[config.mk]
export PLATFORM = sky130hd
export DESIGN_NAME = rssr_top
export DESIGN_NICKNAME = d
export VERILOG_FILES = /design/src/rssr_pkg.sv /design/src/rssr_remote_fsm.sv /design/src/rssr_tx_seq.sv /design/src/rssr_top.sv
export SDC_FILE = /design/constraint.sdc
export NUM_CORES = 1
export LEC_CHECK = 0
export ABC_AREA = 1
export BUFFER_PORTS_ARGS = -buffer_cell sky130_fd_sc_hd__buf_2
export CORE_MARGIN = 4
export CORE_UTILIZATION = 56
export DETAILED_ROUTE_END_ITERATION = 10
export PLACE_DENSITY = 0.84
export SLEW_MARGIN = 10
export SYNTH_ARGS = -nofsm -noshare
export SYNTH_HDL_FRONTEND = slang
export SYNTH_SLANG_ARGS = --single-unit
export TNS_END_PERCENT = 10
[constraint.sdc]
create_clock -name mclk_i -period 2.6 [get_ports mclk_i]
set_input_delay 0.13 -clock mclk_i [delete_from_list [all_inputs] [get_ports mclk_i]]
set_output_delay 0.13 -clock mclk_i [all_outputs]
set_load 0.03 [all_outputs]
[src/rssr_pkg.sv]
// Package: constants and types for the remote status and service-request block.
// Assumes a single 100 MHz clock and a synchronous active-high reset.
package rssr_pkg;

   // ------------------------------------------------------------
   // Status byte layout
   // ------------------------------------------------------------
   localparam int BIT_DATA_READY = 0;
   localparam int BIT_TRIG_OCC = 1;
   localparam int BIT_ERR_FAIL = 2;
   localparam int BIT_ZERO3 = 3;
   localparam int BIT_LOCAL = 4;
   localparam int BIT_POWER_ON = 5;
   localparam int BIT_SRQ_FLAG = 6;
   localparam int BIT_ZERO7 = 7;
   localparam int NUM_COND = 4;

   // ------------------------------------------------------------
   // Reset values and fixed answers
   // ------------------------------------------------------------
   localparam logic [3:0] MASK_RESET = 4'h0;
   localparam logic [7:0] STATUS_RESET = 8'h20;
   // Arbitrary class code for a measuring instrument
   localparam logic [7:0] ACCESSORY_CLASS = 8'h3c;
   localparam int ID_LEN = 7;
   localparam logic [2:0] PPOLL_LINE_RESET = 3'h0;

   // ------------------------------------------------------------
   // Interface command codes seen by the block
   // ------------------------------------------------------------
   typedef enum logic [4:0] {
      CMD_NONE = 5'h00,
      CMD_IFC = 5'h01,
      CMD_REN = 5'h02,
      CMD_NRE = 5'h03,
      CMD_MLA = 5'h04,
      CMD_MTA = 5'h05,
      CMD_UNL = 5'h06,
      CMD_UNT = 5'h07,
      CMD_GTL = 5'h08,
      CMD_LLO = 5'h09,
      CMD_SDC = 5'h0a,
      CMD_DCL = 5'h0b,
      CMD_GET = 5'h0c,
      CMD_SPE = 5'h0d,
      CMD_SPD = 5'h0e,
      CMD_SST = 5'h0f,
      CMD_PPE = 5'h10,
      CMD_PPD = 5'h11,
      CMD_PPU = 5'h12,
      CMD_SAI = 5'h13,
      CMD_SDI = 5'h14,
      CMD_SRQ = 5'h15,
      CMD_OTA = 5'h16
   } rssr_cmd_t;

   typedef enum logic [1:0] {
      TX_IDLE = 2'b00,
      TX_STATUS = 2'b01,
      TX_ACC = 2'b10,
      TX_ID = 2'b11
   } rssr_tx_t;
endpackage

[src/rssr_remote_fsm.sv]
// Remote, local and lockout state plus talker and listener addressing.
// Assumes commands arrive as one-cycle strobes from an interface decoder.
`timescale 1ns/1ps
module rssr_remote_fsm (
   input wire logic mclk_i,
   input wire logic sys_rst_i,
   input wire logic cmd_vld_i,
   input wire rssr_pkg::rssr_cmd_t cmd_i,
   input wire logic ren_line_i,
   output logic remote_o,
   output logic lockout_o,
   output logic listener_o,
   output logic talker_o
);
   typedef struct packed {
      logic ren_en;
      logic remote;
      logic lockout;
      logic listener;
      logic talker;
   } rssr_rem_state_t;

   rssr_rem_state_t state_q;
   rssr_rem_state_t state_d;

   always_comb
   begin
      state_d = state_q;
      if (!ren_line_i)
      begin
         state_d.ren_en = 1'b0;
      end
      if (cmd_vld_i)
      begin
         case (cmd_i)
            rssr_pkg::CMD_REN:
            begin
               state_d.ren_en = 1'b1;
            end
            rssr_pkg::CMD_NRE:
            begin
               state_d.ren_en = 1'b0;
               state_d.remote = 1'b0;
               state_d.lockout = 1'b0;
            end
            rssr_pkg::CMD_MLA:
            begin
               state_d.listener = 1'b1;
               if (state_q.ren_en)
               begin
                  state_d.remote = 1'b1;
               end
            end
            rssr_pkg::CMD_MTA:
            begin
               state_d.talker = 1'b1;
            end
            rssr_pkg::CMD_OTA:
            begin
               state_d.talker = 1'b0;
            end
            rssr_pkg::CMD_UNL:
            begin
               state_d.listener = 1'b0;
            end
            rssr_pkg::CMD_UNT:
            begin
               state_d.talker = 1'b0;
            end
            rssr_pkg::CMD_GTL:
            begin
               if (state_q.listener)
               begin
                  state_d.remote = 1'b0;
               end
            end
            rssr_pkg::CMD_LLO:
            begin
               state_d.lockout = 1'b1;
            end
            rssr_pkg::CMD_IFC:
            begin
               state_d.listener = 1'b0;
               state_d.talker = 1'b0;
            end
            default:
            begin
            end
         endcase
      end
   end

   always_ff @(posedge mclk_i)
   begin
      if (sys_rst_i)
      begin
         state_q <= '0;
      end
      else
      begin
         state_q <= state_d;
      end
   end

   assign remote_o = state_q.remote;
   assign lockout_o = state_q.lockout;
   assign listener_o = state_q.listener;
   assign talker_o = state_q.talker;

   // ------------------------------------------------------------
   // Checks
   // ------------------------------------------------------------
   a_ifc_unaddress: assert property (@(posedge mclk_i) disable iff (sys_rst_i)
      cmd_vld_i && cmd_i == rssr_pkg::CMD_IFC |=> !listener_o && !talker_o)
      else $error("IFC did not drop addressing");
   a_nre_local: assert property (@(posedge mclk_i) disable iff (sys_rst_i)
      cmd_vld_i && cmd_i == rssr_pkg::CMD_NRE |=> !remote_o && !lockout_o)
      else $error("NRE did not return to local");
endmodule

[src/rssr_tx_seq.sv]
// Talker byte sequencer for status, accessory and identity answers.
// Assumes the far side takes a byte in each cycle where tx_rdy_i is high.
`timescale 1ns/1ps
module rssr_tx_seq #(
   parameter int ID_LEN = rssr_pkg::ID_LEN
) (
   input wire logic mclk_i,
   input wire logic sys_rst_i,
   input wire logic start_i,
   input wire rssr_pkg::rssr_tx_t kind_i,
   input wire logic [7:0] status_i,
   input wire logic [8*ID_LEN-1:0] id_str_i,
   input wire logic tx_rdy_i,
   output logic tx_vld_o,
   output logic [7:0] tx_data_o,
   output logic tx_last_o
);
   typedef struct packed {
      rssr_pkg::rssr_tx_t kind;
      logic [3:0] idx;
      logic [7:0] data;
   } rssr_tx_state_t;

   rssr_tx_state_t state_q;
   rssr_tx_state_t state_d;
   logic last;

   always_comb
   begin
      state_d = state_q;
      last = (state_q.kind != rssr_pkg::TX_ID) || (state_q.idx == 4'(ID_LEN - 1));
      case (state_q.kind)
         rssr_pkg::TX_IDLE:
         begin
            if (start_i)
            begin
               state_d.kind = kind_i;
               state_d.idx = 4'h0;
               case (kind_i)
                  rssr_pkg::TX_STATUS: state_d.data = status_i;
                  rssr_pkg::TX_ACC: state_d.data = rssr_pkg::ACCESSORY_CLASS;
                  rssr_pkg::TX_ID: state_d.data = id_str_i[8*ID_LEN-1 -: 8];
                  default: state_d.data = 8'h00;
               endcase
            end
         end
         default:
         begin
            if (tx_rdy_i)
            begin
               if (last)
               begin
                  state_d.kind = rssr_pkg::TX_IDLE;
               end
               else
               begin
                  state_d.idx = state_q.idx + 4'h1;
                  state_d.data = id_str_i[8*ID_LEN-1-8*(int'(state_q.idx)+1) -: 8];
               end
            end
         end
      endcase
   end

   always_ff @(posedge mclk_i)
   begin
      if (sys_rst_i)
      begin
         state_q <= '0;
      end
      else
      begin
         state_q <= state_d;
      end
   end

   assign tx_vld_o = state_q.kind != rssr_pkg::TX_IDLE;
   assign tx_data_o = state_q.data;
   assign tx_last_o = tx_vld_o && last;
endmodule

[src/rssr_top.sv]
// Remote status byte, service request, polls and controller operations.
// Assumes an interface decoder presenting each message as a one-cycle strobe.
`timescale 1ns/1ps
module rssr_top #(
   // Arbitrary neutral identity string
   parameter logic [8*rssr_pkg::ID_LEN-1:0] ID_STRING = "MODEL01"
) (
   input wire logic mclk_i,
   input wire logic sys_rst_i,
   input wire logic cmd_vld_i,
   input wire rssr_pkg::rssr_cmd_t cmd_i,
   input wire logic [3:0] cmd_param_i,
   input wire logic ren_line_i,
   input wire logic loop_mode_i,
   input wire logic mask_wr_i,
   input wire logic [3:0] mask_data_i,
   input wire logic trig_report_i,
   input wire logic meas_done_i,
   input wire logic probe_press_i,
   input wire logic err_present_i,
   input wire logic key_clear_local_i,
   input wire logic tx_rdy_i,
   output logic [7:0] status_o,
   output logic srq_o,
   output logic ppoll_en_o,
   output logic [2:0] ppoll_line_o,
   output logic ppoll_bit_o,
   output logic keys_enable_o,
   output logic clear_local_en_o,
   output logic remote_o,
   output logic listener_o,
   output logic talker_o,
   output logic next_triggered_o,
   output logic meas_clear_o,
   output logic err_clear_o,
   output logic tx_vld_o,
   output logic [7:0] tx_data_o,
   output logic tx_last_o
);
   // ------------------------------------------------------------
   // State
   // ------------------------------------------------------------
   typedef struct packed {
      logic [3:0] mask;
      logic [2:0] cond;
      logic power_on;
      logic trig_rep;
      logic next_trig;
      logic spoll_en;
      logic pp_en;
      logic [2:0] pp_line;
      logic pp_sense;
      logic meas_clr;
      logic err_clr;
   } rssr_top_state_t;

   rssr_top_state_t state_q;
   rssr_top_state_t state_d;
   logic lockout;
   logic local_st;
   logic [3:0] cond_all;
   logic srq_flag;
   logic [7:0] status_byte;
   logic status_read;
   logic tx_start;
   rssr_pkg::rssr_tx_t tx_kind;
   logic is_cmd;

   rssr_remote_fsm u_remote (
      .mclk_i(mclk_i),
      .sys_rst_i(sys_rst_i),
      .cmd_vld_i(cmd_vld_i),
      .cmd_i(cmd_i),
      .ren_line_i(ren_line_i),
      .remote_o(remote_o),
      .lockout_o(lockout),
      .listener_o(listener_o),
      .talker_o(talker_o)
   );

   assign local_st = !remote_o;
   assign cond_all = {local_st, state_q.cond};
   assign srq_flag = remote_o && |(cond_all & state_q.mask);

   // ------------------------------------------------------------
   // Status byte assembly
   // ------------------------------------------------------------
   always_comb
   begin
      status_byte = 8'h00;
      status_byte[rssr_pkg::BIT_DATA_READY] = state_q.cond[0];
      status_byte[rssr_pkg::BIT_TRIG_OCC] = state_q.cond[1];
      status_byte[rssr_pkg::BIT_ERR_FAIL] = state_q.cond[2];
      status_byte[rssr_pkg::BIT_ZERO3] = 1'b0;
      status_byte[rssr_pkg::BIT_LOCAL] = local_st;
      status_byte[rssr_pkg::BIT_POWER_ON] = state_q.power_on;
      status_byte[rssr_pkg::BIT_SRQ_FLAG] = srq_flag;
      status_byte[rssr_pkg::BIT_ZERO7] = 1'b0;
   end

   assign is_cmd = cmd_vld_i;
   // serial poll via enable or send-status, plus accessory and identity answers
   always_comb
   begin
      tx_start = 1'b0;
      tx_kind = rssr_pkg::TX_IDLE;
      if (is_cmd && talker_o && !tx_vld_o)
      begin
         if (cmd_i == rssr_pkg::CMD_SST && loop_mode_i)
         begin
            tx_start = 1'b1;
            tx_kind = rssr_pkg::TX_STATUS;
         end
         else if (cmd_i == rssr_pkg::CMD_SAI)
         begin
            tx_start = 1'b1;
            tx_kind = rssr_pkg::TX_ACC;
         end
         else if (cmd_i == rssr_pkg::CMD_SDI)
         begin
            tx_start = 1'b1;
            tx_kind = rssr_pkg::TX_ID;
         end
      end
      else if (is_cmd && cmd_i == rssr_pkg::CMD_UNT && state_q.spoll_en && !tx_vld_o)
      begin
         tx_start = 1'b0;
      end
      // Enabled serial poll answers once per MTA-already-held enable
      if (is_cmd && cmd_i == rssr_pkg::CMD_SPE && talker_o && !loop_mode_i && !tx_vld_o)
      begin
         tx_start = 1'b1;
         tx_kind = rssr_pkg::TX_STATUS;
      end
   end
   // any accepted status send counts as a read
   assign status_read = tx_start && tx_kind == rssr_pkg::TX_STATUS;

   // ------------------------------------------------------------
   // Next state
   // ------------------------------------------------------------
   always_comb
   begin
      state_d = state_q;
      state_d.meas_clr = 1'b0;
      state_d.err_clr = 1'b0;
      if (mask_wr_i)
      begin
         state_d.mask = mask_data_i;
      end
      if (trig_report_i)
      begin
         state_d.trig_rep = 1'b1;
      end
      // read clears data ready, trigger and power-on bits
      if (status_read)
      begin
         state_d.cond[1:0] = 2'b00;
         state_d.power_on = 1'b0;
      end
      if (is_cmd)
      begin
         case (cmd_i)
            rssr_pkg::CMD_SPE: state_d.spoll_en = 1'b1;
            rssr_pkg::CMD_SPD: state_d.spoll_en = 1'b0;
            rssr_pkg::CMD_GET: if (listener_o) state_d.next_trig = 1'b1;
            rssr_pkg::CMD_PPE:
            begin
               state_d.pp_en = 1'b1;
               state_d.pp_sense = cmd_param_i[3];
               state_d.pp_line = cmd_param_i[2:0];
            end
            rssr_pkg::CMD_PPU: state_d.pp_en = 1'b0;
            rssr_pkg::CMD_PPD: if (listener_o) state_d.pp_en = 1'b0;
            rssr_pkg::CMD_SDC, rssr_pkg::CMD_DCL:
            begin
               if (listener_o || cmd_i == rssr_pkg::CMD_DCL)
               begin
                  state_d.power_on = 1'b0;
                  if (err_present_i)
                  begin
                     state_d.err_clr = 1'b1;
                  end
                  else
                  begin
                     state_d.meas_clr = 1'b1;
                     state_d.cond[1:0] = 2'b00;
                  end
               end
            end
            rssr_pkg::CMD_SRQ: state_d.spoll_en = state_q.spoll_en;
            default:
            begin
            end
         endcase
      end
      if (meas_done_i)
      begin
         state_d.next_trig = 1'b0;
      end
      if (probe_press_i)
      begin
         state_d.next_trig = 1'b1;
         if (state_q.trig_rep)
         begin
            state_d.cond[1] = 1'b1;
         end
      end
      // data ready, set wins over read
      if (meas_done_i)
      begin
         state_d.cond[0] = 1'b1;
      end
      state_d.cond[2] = err_present_i;
   end

   always_ff @(posedge mclk_i)
   begin
      if (sys_rst_i)
      begin
         state_q <= '0;
         state_q.mask <= rssr_pkg::MASK_RESET;
         state_q.power_on <= 1'b1;
         state_q.pp_line <= rssr_pkg::PPOLL_LINE_RESET;
      end
      else
      begin
         state_q <= state_d;
      end
   end

   rssr_tx_seq #(
      .ID_LEN(rssr_pkg::ID_LEN)
   ) u_tx (
      .mclk_i(mclk_i),
      .sys_rst_i(sys_rst_i),
      .start_i(tx_start),
      .kind_i(tx_kind),
      .status_i(status_byte),
      .id_str_i(ID_STRING),
      .tx_rdy_i(tx_rdy_i),
      .tx_vld_o(tx_vld_o),
      .tx_data_o(tx_data_o),
      .tx_last_o(tx_last_o)
   );

   // ------------------------------------------------------------
   // Outputs
   // ------------------------------------------------------------
   assign status_o = status_byte;
   assign srq_o = srq_flag;
   assign ppoll_en_o = state_q.pp_en;
   assign ppoll_line_o = state_q.pp_line;
   assign ppoll_bit_o = state_q.pp_en && (srq_flag == state_q.pp_sense);
   assign keys_enable_o = !remote_o;
   assign clear_local_en_o = !(remote_o && lockout) && key_clear_local_i | 1'b1;
   assign next_triggered_o = state_q.next_trig;
   assign meas_clear_o = state_q.meas_clr;
   assign err_clear_o = state_q.err_clr;

   // ------------------------------------------------------------
   // Checks
   // ------------------------------------------------------------
   a_mask_gates_srq: assert property (@(posedge mclk_i) disable iff (sys_rst_i)
      srq_o |-> |(cond_all & state_q.mask))
      else $error("Request raised by masked condition");
   a_status_zeros: assert property (@(posedge mclk_i) disable iff (sys_rst_i)
      !status_o[3] && !status_o[7])
      else $error("Reserved status bit set");
   a_data_ready_set: assert property (@(posedge mclk_i) disable iff (sys_rst_i)
      meas_done_i |=> status_o[0])
      else $error("Data ready not recorded");
   a_get_marks: assert property (@(posedge mclk_i) disable iff (sys_rst_i)
      cmd_vld_i && cmd_i == rssr_pkg::CMD_GET && listener_o && !meas_done_i
      |=> next_triggered_o)
      else $error("Trigger not marked");
   a_poll_bit: assert property (@(posedge mclk_i) disable iff (sys_rst_i)
      ppoll_en_o |-> ppoll_bit_o == (srq_o == state_q.pp_sense))
      else $error("Poll bit wrong");
   a_power_clear: assert property (@(posedge mclk_i) disable iff (sys_rst_i)
      status_read |=> !status_o[5])
      else $error("Power-on bit held after read");
   a_local_keys: assert property (@(posedge mclk_i) disable iff (sys_rst_i)
      keys_enable_o == status_o[4])
      else $error("Key enable disagrees with local bit");
   a_err_follow: assert property (@(posedge mclk_i) disable iff (sys_rst_i)
      err_present_i |=> status_o[2])
      else $error("Error bit missing");
endmodule

==> results of run 1 <==
synthesized netlist by cell type (4+ instances only):
master	number	area, um2
inv_1	45	169
o21ai_1	4	20.0
nor2_2	4	25.0
nand4_1	4	25.0
nand2_2	4	25.0
dfxtp_1	34	681
nor3_1	6	30.0
nand2_1	69	259
nor2_1	58	218
o21ai_0	12	60.1
a21oi_1	16	80.1
nand3_1	30	150
buf_4	19	143
final cells by class:
type | instances | area, um2
fill | 349 | 1140
sequential | 34 | 681
inverter | 46 | 173
multi-input combinational | 225 | 1040
timing repair buffer | 51 | 255
clock inverter | 1 | 5.00
tap | 46 | 57.6
clock buffer | 7 | 86.3
layout by cell type (no fill, tap or decap), types with 6 or more instances in the layout:
cell type / netlist / routed
buf_2: 2 / 51
nor2_1: 58 / 58
nor3_1: 6 / 6
nand3_1: 30 / 30
nand2_1: 69 / 69
a21oi_1: 16 / 16
clkbuf_8: 0 / 6
inv_1: 45 / 45
o21ai_0: 12 / 12
dfxtp_1: 34 / 34
kinds of logic after synthesis:
logic type,after synthesis,synth area share
compound gates,36,0.0928
other cells,1,0.00182
simple gates,183,0.392
fa+ha+maj,2,0.0121
flops,34,0.330
buf+inv,70,0.167
xor+xnor,1,0.00425
through the flow:
step,total power [uW],instances,hold WS [ps]
floorplan,628,329,208
global placement,659,402,333
detailed placement,660,402,360
CTS,1060,410,57.8
global route,1100,410,74.2
finish,1050,410,61.2
critical path: stages, from the launching register on:
cell and delay (ps):
dfxtp_1 460, inv_1 100, ha_1 370, nor2_1 180
inv_1 60, nor2_1 130, nor2_1 60, nor2_1 220
nand3_1 130, nor2_1 110, nor2_1 50, nor2_1 70
power by group through the flow:
stage | logic (uW) | clock network (uW) | registers (uW)
after floorplan | 75.3 | 0 | 553
after global placement | 109 | 0 | 550
after detailed placement | 109 | 0 | 551
after CTS | 110 | 409 | 539
after global routing | 124 | 433 | 540
final | 110 | 400 | 539
sequential cells by signal, summed over array words and instances (netlist names), 3 cells and up:
| signal | cells |
|---|---|
| state_q | 5 |
| u_tx.tx_data_o | 7 |
| ppoll_line_o | 3 |
| u_tx.state_q | 6 |
| status_o | 4 |
metal layers:
| metal | vias to the layer above | track usage |
|---|---|---|
| met1 | 915 | 0.301 |
| met3 | 7 | 0.0389 |
| li1 | 1077 | - |
| met5 | - | 0 |
| met2 | 50 | 0.360 |
| met4 | 0 | 0.0968 |
worst max-delay path by stage:
| stage | startpoint | end | slack [ps] |
|---|---|---|---|
| 3_3_place_gp | u_tx.state_q[8] | u_tx.tx_data_o[3] | 670 |
| 6_report | u_tx.state_q[8] | u_tx.tx_data_o[3] | 610 |
| 3_5_place_dp | u_tx.state_q[8] | u_tx.tx_data_o[3] | 640 |
| 5_1_grt | u_tx.state_q[8] | u_tx.tx_data_o[5] | 240 |
| 4_1_cts | u_tx.state_q[8] | u_tx.tx_data_o[3] | 620 |
| 2_1_floorplan | u_tx.state_q[8] | u_tx.tx_data_o[3] | 850 |
==> impl_metrics.env, run 1 <==
export IMPL_outcome="completed"
export IMPL_core_area_um2=3440
export IMPL_worst_slack_ps=613
export IMPL_start_util=0.599
export IMPL_cp_max_fo=8
export IMPL_r2r_end="u_tx.tx_data_o[3]"
export IMPL_synth_cell_type_count=31
export IMPL_relSlewSlack=0.627
export IMPL_finalSetupTns_ps=0
export IMPL_pre_cts_slack_ps=643
export IMPL_postCtsSetupRepairBufs=0
export IMPL_nets=390
export IMPL_period_share=0.764
export IMPL_fmax_mhz=503
export IMPL_holdPathEnd="state_q[9]"
export IMPL_drc=0
export IMPL_critical_path_class="flip-flop to flip-flop"
export IMPL_highest_layer="met4"
export IMPL_r2r_setup_slack_ps=610
export IMPL_antenna_left=0
export IMPL_async_reset_ff_frac=0
export IMPL_die_h_um=68.7
export IMPL_critPathLaunchType="flip-flop"
export IMPL_netlist_area_um2=2060
export IMPL_dr_wl_met3_um=268
export IMPL_cts_tree="done"
export IMPL_antenna_found_initial=0
export IMPL_p_leak_uw=0.00120
export IMPL_clk_latency_ps=290
export IMPL_r2r_cells=11
export IMPL_min_path_cells=3
export IMPL_antenna_cells=0
export IMPL_endpoint_kind="flip-flop"
export IMPL_synth_edf_count=0
export IMPL_grt_max_degree=21
export IMPL_place_congestion=0.927
export IMPL_drv_slew=0
export IMPL_fp_row_count=21
export IMPL_vdd_drop_max_mv=0.345
export IMPL_netSwitchingFraction=0.258
export IMPL_gr_total_overflow=0
export IMPL_fin_worst_skew_ps=7.40
export IMPL_dieArea_um2=4720
export IMPL_hold_start="trig_report_i"
export IMPL_avgSynthCellArea_um2=6.31
export IMPL_p_int_uw=779
export IMPL_cts_made_buffers=5
export IMPL_final_area_um2=2300
export IMPL_dr_wl_met2_um=2160
export IMPL_required_ps=2830
export IMPL_die_x_um=68.7
export IMPL_drt_met1_wl_um=2210
export IMPL_postSynthCellCount=327
export IMPL_clk_pin_slew_ps=70
export IMPL_seqPwrFrac=0.514
export IMPL_boundaryPins=57
export IMPL_clockPowerShare=0.382
export IMPL_io_buffers=51
export IMPL_p_per_area_nw_per_um2=456
export IMPL_p_sw_uw=270
export IMPL_cts_root_buf="clkbuf_8"
export IMPL_seq_area_frac_synth=0.330
export IMPL_avgViaCountPerCell=5.00
export IMPL_maxCapViolations=0
export IMPL_worst_pin_slew_ps=559
export IMPL_cts_hold_buf=0
export IMPL_drive_gt1_frac=0.198
export IMPL_finalCriticalPeriod_ps=1990
export IMPL_power_frac_comb=0.104
export IMPL_drt_iter0_drc=131
export IMPL_critPathArrivalTime_ps=2220
export IMPL_min_path_type="input pin to flip-flop"
export IMPL_ys_ff_latch=34
export IMPL_reg2reg_from="u_tx.state_q[8]"
export IMPL_track_usage=0.227
export IMPL_cts_resized=0
export IMPL_cts_sinks=34
export IMPL_wl_per_cell_um=11.5
export IMPL_place_area_um2=2210
export IMPL_area_growth_pct=11.7
export IMPL_num_vias=2049
export IMPL_yosysWarnings=0
export IMPL_wirelength_um=4720
export IMPL_htreeDepth=2
export IMPL_grt_pass1_vias=1827
export IMPL_synthFlopType="dfxtp_1"
export IMPL_finalHoldViolations=0
export IMPL_cts_path_max_buffers=2
export IMPL_grt_pass1_wl_um=8020
export IMPL_grt_setup_unrepaired="false"
export IMPL_final_util=0.669
export IMPL_dp_hpwl_um=3620
export IMPL_finalSetupViolations=0
export IMPL_firstDrtPassIters=4
No activity file was read; power rests on OpenSTA's default activity.
==> run 2: changes to the inputs <==
--- a/config.mk
+++ b/config.mk
@@ -5,12 +5,12 @@
 export SDC_FILE = /design/constraint.sdc
 export NUM_CORES = 1
 export LEC_CHECK = 0
-export ABC_AREA = 1
+export ABC_AREA = 0
 export BUFFER_PORTS_ARGS = -buffer_cell sky130_fd_sc_hd__buf_2
 export CORE_MARGIN = 4
-export CORE_UTILIZATION = 56
+export CORE_UTILIZATION = 52
 export DETAILED_ROUTE_END_ITERATION = 10
-export PLACE_DENSITY = 0.84
+export PLACE_DENSITY = 0.78
 export SLEW_MARGIN = 10
 export SYNTH_ARGS = -nofsm -noshare
 export SYNTH_HDL_FRONTEND = slang
==> constraint.sdc (replaced) <==
create_clock -name mclk_i -period 1.9 [get_ports mclk_i]
set_input_delay 0.095 -clock mclk_i [delete_from_list [all_inputs] [get_ports mclk_i]]
set_output_delay 0.095 -clock mclk_i [all_outputs]
set_load 0.03 [all_outputs]
==> impl_metrics.env, run 2 <==
export IMPL_fin_hold_ws_ps=39.7
export IMPL_cts_made_buffers=5
export IMPL_fin_worst_skew_ps=4.37
export IMPL_yosysMostFrequentCell="nor2_1"
export IMPL_critPathSlowestCell="dfxtp_4"
export IMPL_final_area_um2=2550
export IMPL_required_ps=2090
export IMPL_final_cell_mix="buf_2 (51), nor2_1 (38), dfxtp_1 (32)"
export IMPL_synthTopCellsByArea="dfxtp_1 (33%), buf_4 (7.2%), nor2_1 (6.8%)"
export IMPL_holdPathEnd="state_q[9]"
export IMPL_path_delay_family="compound AO/OA/AOI/OAI gates"
export IMPL_postSynthCellCount=258
export IMPL_r2r_cells=8
export IMPL_avgViaCountPerCell=5.69
export IMPL_critPathArrivalTime_ps=2050
export IMPL_p_per_area_nw_per_um2=662
export IMPL_worst_pin_slew_ps=568
export IMPL_grt_pass1_vias=1791
export IMPL_area_growth_pct=22.2
export IMPL_seq_area_frac_synth=0.326
export IMPL_drive_gt1_frac=0.319
export IMPL_min_path_cells=3
export IMPL_place_congestion=0.898
export IMPL_drt_iter0_drc=104
export IMPL_start_util=0.554
export IMPL_grt_max_degree=28
export IMPL_power_uw=1690
export IMPL_path_common_cell="buf_4"
export IMPL_cts_sinks=34
export IMPL_endpoint_kind="flip-flop"
export IMPL_antenna_cells=0
export IMPL_firstDrtPassIters=4
export IMPL_num_vias=1987
export IMPL_clk_pin_slew_ps=70
export IMPL_cts_tree="done"
export IMPL_die_x_um=71.4
export IMPL_critPathLaunchType="flip-flop"
export IMPL_grt_setup_unrepaired="true"
export IMPL_die_h_um=71.4
export IMPL_fp_row_count=22
export IMPL_ys_ff_latch=34
export IMPL_path_buf_inv=2
export IMPL_ff_latch_area_um2=688
export IMPL_finalSetupTns_ps=0
export IMPL_synth_cell_type_count=56
export IMPL_boundaryPins=57
export IMPL_ys_top_cells_by_count="nor2_1 (38), dfxtp_1 (34), buf_4 (20), nand2_1 (17), a21oi_1 (10)"
export IMPL_finalHoldViolations=0
export IMPL_gr_total_overflow=0
export IMPL_reg2reg_from="u_tx.state_q[9]"
export IMPL_avgSynthCellArea_um2=8.10
export IMPL_r2r_end="u_tx.tx_data_o[0]"
export IMPL_dieArea_um2=5100
export IMPL_cp_cell_sequence="ha_4, buf_4, nor3b_2, a222oi_1, a211oi_2, buf_4, nand2_1, a311oi_2"
export IMPL_netlist_area_um2=2090
export IMPL_wirelength_um=5070
export IMPL_io_buffers=51
export IMPL_period_share=0.978
export IMPL_place_area_um2=2340
export IMPL_p_leak_uw=0.00103
export IMPL_dp_hpwl_um=3560
export IMPL_antenna_found_initial=0
export IMPL_track_usage=0.195
export IMPL_vdd_drop_max_mv=0.744
export IMPL_async_reset_ff_frac=0
export IMPL_synth_top_area_cell="dfxtp_1"
export IMPL_fmax_mhz=538
export IMPL_finalSetupViolations=0
export IMPL_min_path_type="input pin to flip-flop"
export IMPL_core_area_um2=3770
export IMPL_synthFlopType="dfxtp_1"
export IMPL_multiInputGateArea_um2=1250
export IMPL_grt_pass1_wl_um=8110
export IMPL_cts_hold_buf=0
export IMPL_drv_slew=0
export IMPL_synth_top_area_frac=0.326
export IMPL_hold_start="trig_report_i"
export IMPL_maxCapViolations=0
export IMPL_drc=0
export IMPL_clk_latency_ps=280
export IMPL_fillers=318
export IMPL_antenna_left=0
export IMPL_synth_edf_count=0
export IMPL_layout_commonest_cell="buf_2"
export IMPL_outcome="completed"
export IMPL_cts_path_max_buffers=2
export IMPL_wl_per_cell_um=14.5
export IMPL_cp_max_fo=6
export IMPL_relSlewSlack=0.619
export IMPL_critical_path_class="flip-flop to flip-flop"
export IMPL_cts_root_buf="clkbuf_8"
export IMPL_htreeDepth=2
export IMPL_critical_path_max_stage_delay_ps=380
export IMPL_r2r_setup_slack_ps=40
export IMPL_yosysWarnings=0
export IMPL_largest_reg_flops=7
export IMPL_nets=327
export IMPL_finalCriticalPeriod_ps=1860
==> run 2: cell types whose count changed after synthesis, sizes merged, moves of 8 or more <==
cell,delta
nand2,-57
inv,-40
nand3,-25
nor2,-24
mux2i,+9
clkbuf,+8
o21ai,-8
==> run 2: final cells by class <==
class	instances	share of cell area
Multi-Input combinational cell	185	0.489
Sequential cell	34	0.269
Timing Repair Buffer	68	0.155
Clock buffer	5	0.0269
Clock inverter	3	0.0269
Tap cell	48	0.0235
Inverter	6	0.00979
==> run 2: per-layer routing <==
metal / global-route usage / up-vias / wire length, um / part of all wire
met3: 0.0519 / 7 / 270 / 0.053
met2: 0.351 / 63 / 2610 / 0.52
met5: 0 / - / 0 / 0
li1: - / 985 / - / -
met4: 0.0480 / 0 / 38 / 0.0075
met1: 0.228 / 932 / 2140 / 0.42
==> run 2: worst max path at each step <==
stage	from	end	cells after the start
5_1_grt	u_tx.state_q[8]	u_tx.tx_data_o[2]	6
3_3_place_gp	u_tx.state_q[9]	u_tx.tx_data_o[6]	6
2_1_floorplan	u_tx.state_q[8]	u_tx.state_q[9]	9
6_report	u_tx.state_q[9]	u_tx.tx_data_o[0]	8
3_5_place_dp	u_tx.state_q[9]	u_tx.tx_data_o[6]	6
4_1_cts	u_tx.state_q[8]	u_tx.tx_data_o[6]	6
==> run 2: per-stage QoR <==
stage	setup slack (ps)	utilization	std cells
after global routing	-74.4	0.678	349
after CTS	22.7	0.668	349
final	41.2	0.678	349
after global placement	54.4	0.620	338
after floorplan	1.81	-	260
after detailed placement	-58.9	0.620	338
==> run 2: what timing repair did <==
action                     CTS  global route
gates cloned                 0             0
setup endpoints to repair    4             6
resized for setup            5             7
pin swaps                    4             4
setup buffers                3             0
==> run 2: tightest hold or removal path, cell delays in order <==
cell    delay [ps]
buf_2           80
nor2_1          30
nor2_1          80
==> run 2: power breakdown <==
part / internal, uW / leakage (uW) / switching (uW)
sequential: 723 / 0.000278 / 10.6
clock: 526 / 0.0000683 / 277
combinational: 57.9 / 0.000681 / 96.6
==> run 2: kinds of logic after synthesis <==
group / after synthesis / share of synthesized area
compound gates: 59 / 0.215
xor+xnor: 6 / 0.0251
fa+ha+maj: 2 / 0.0120
buf+inv: 41 / 0.115
flops: 34 / 0.326
mux: 9 / 0.0431
other cells: 1 / 0.00179
simple gates: 106 / 0.262
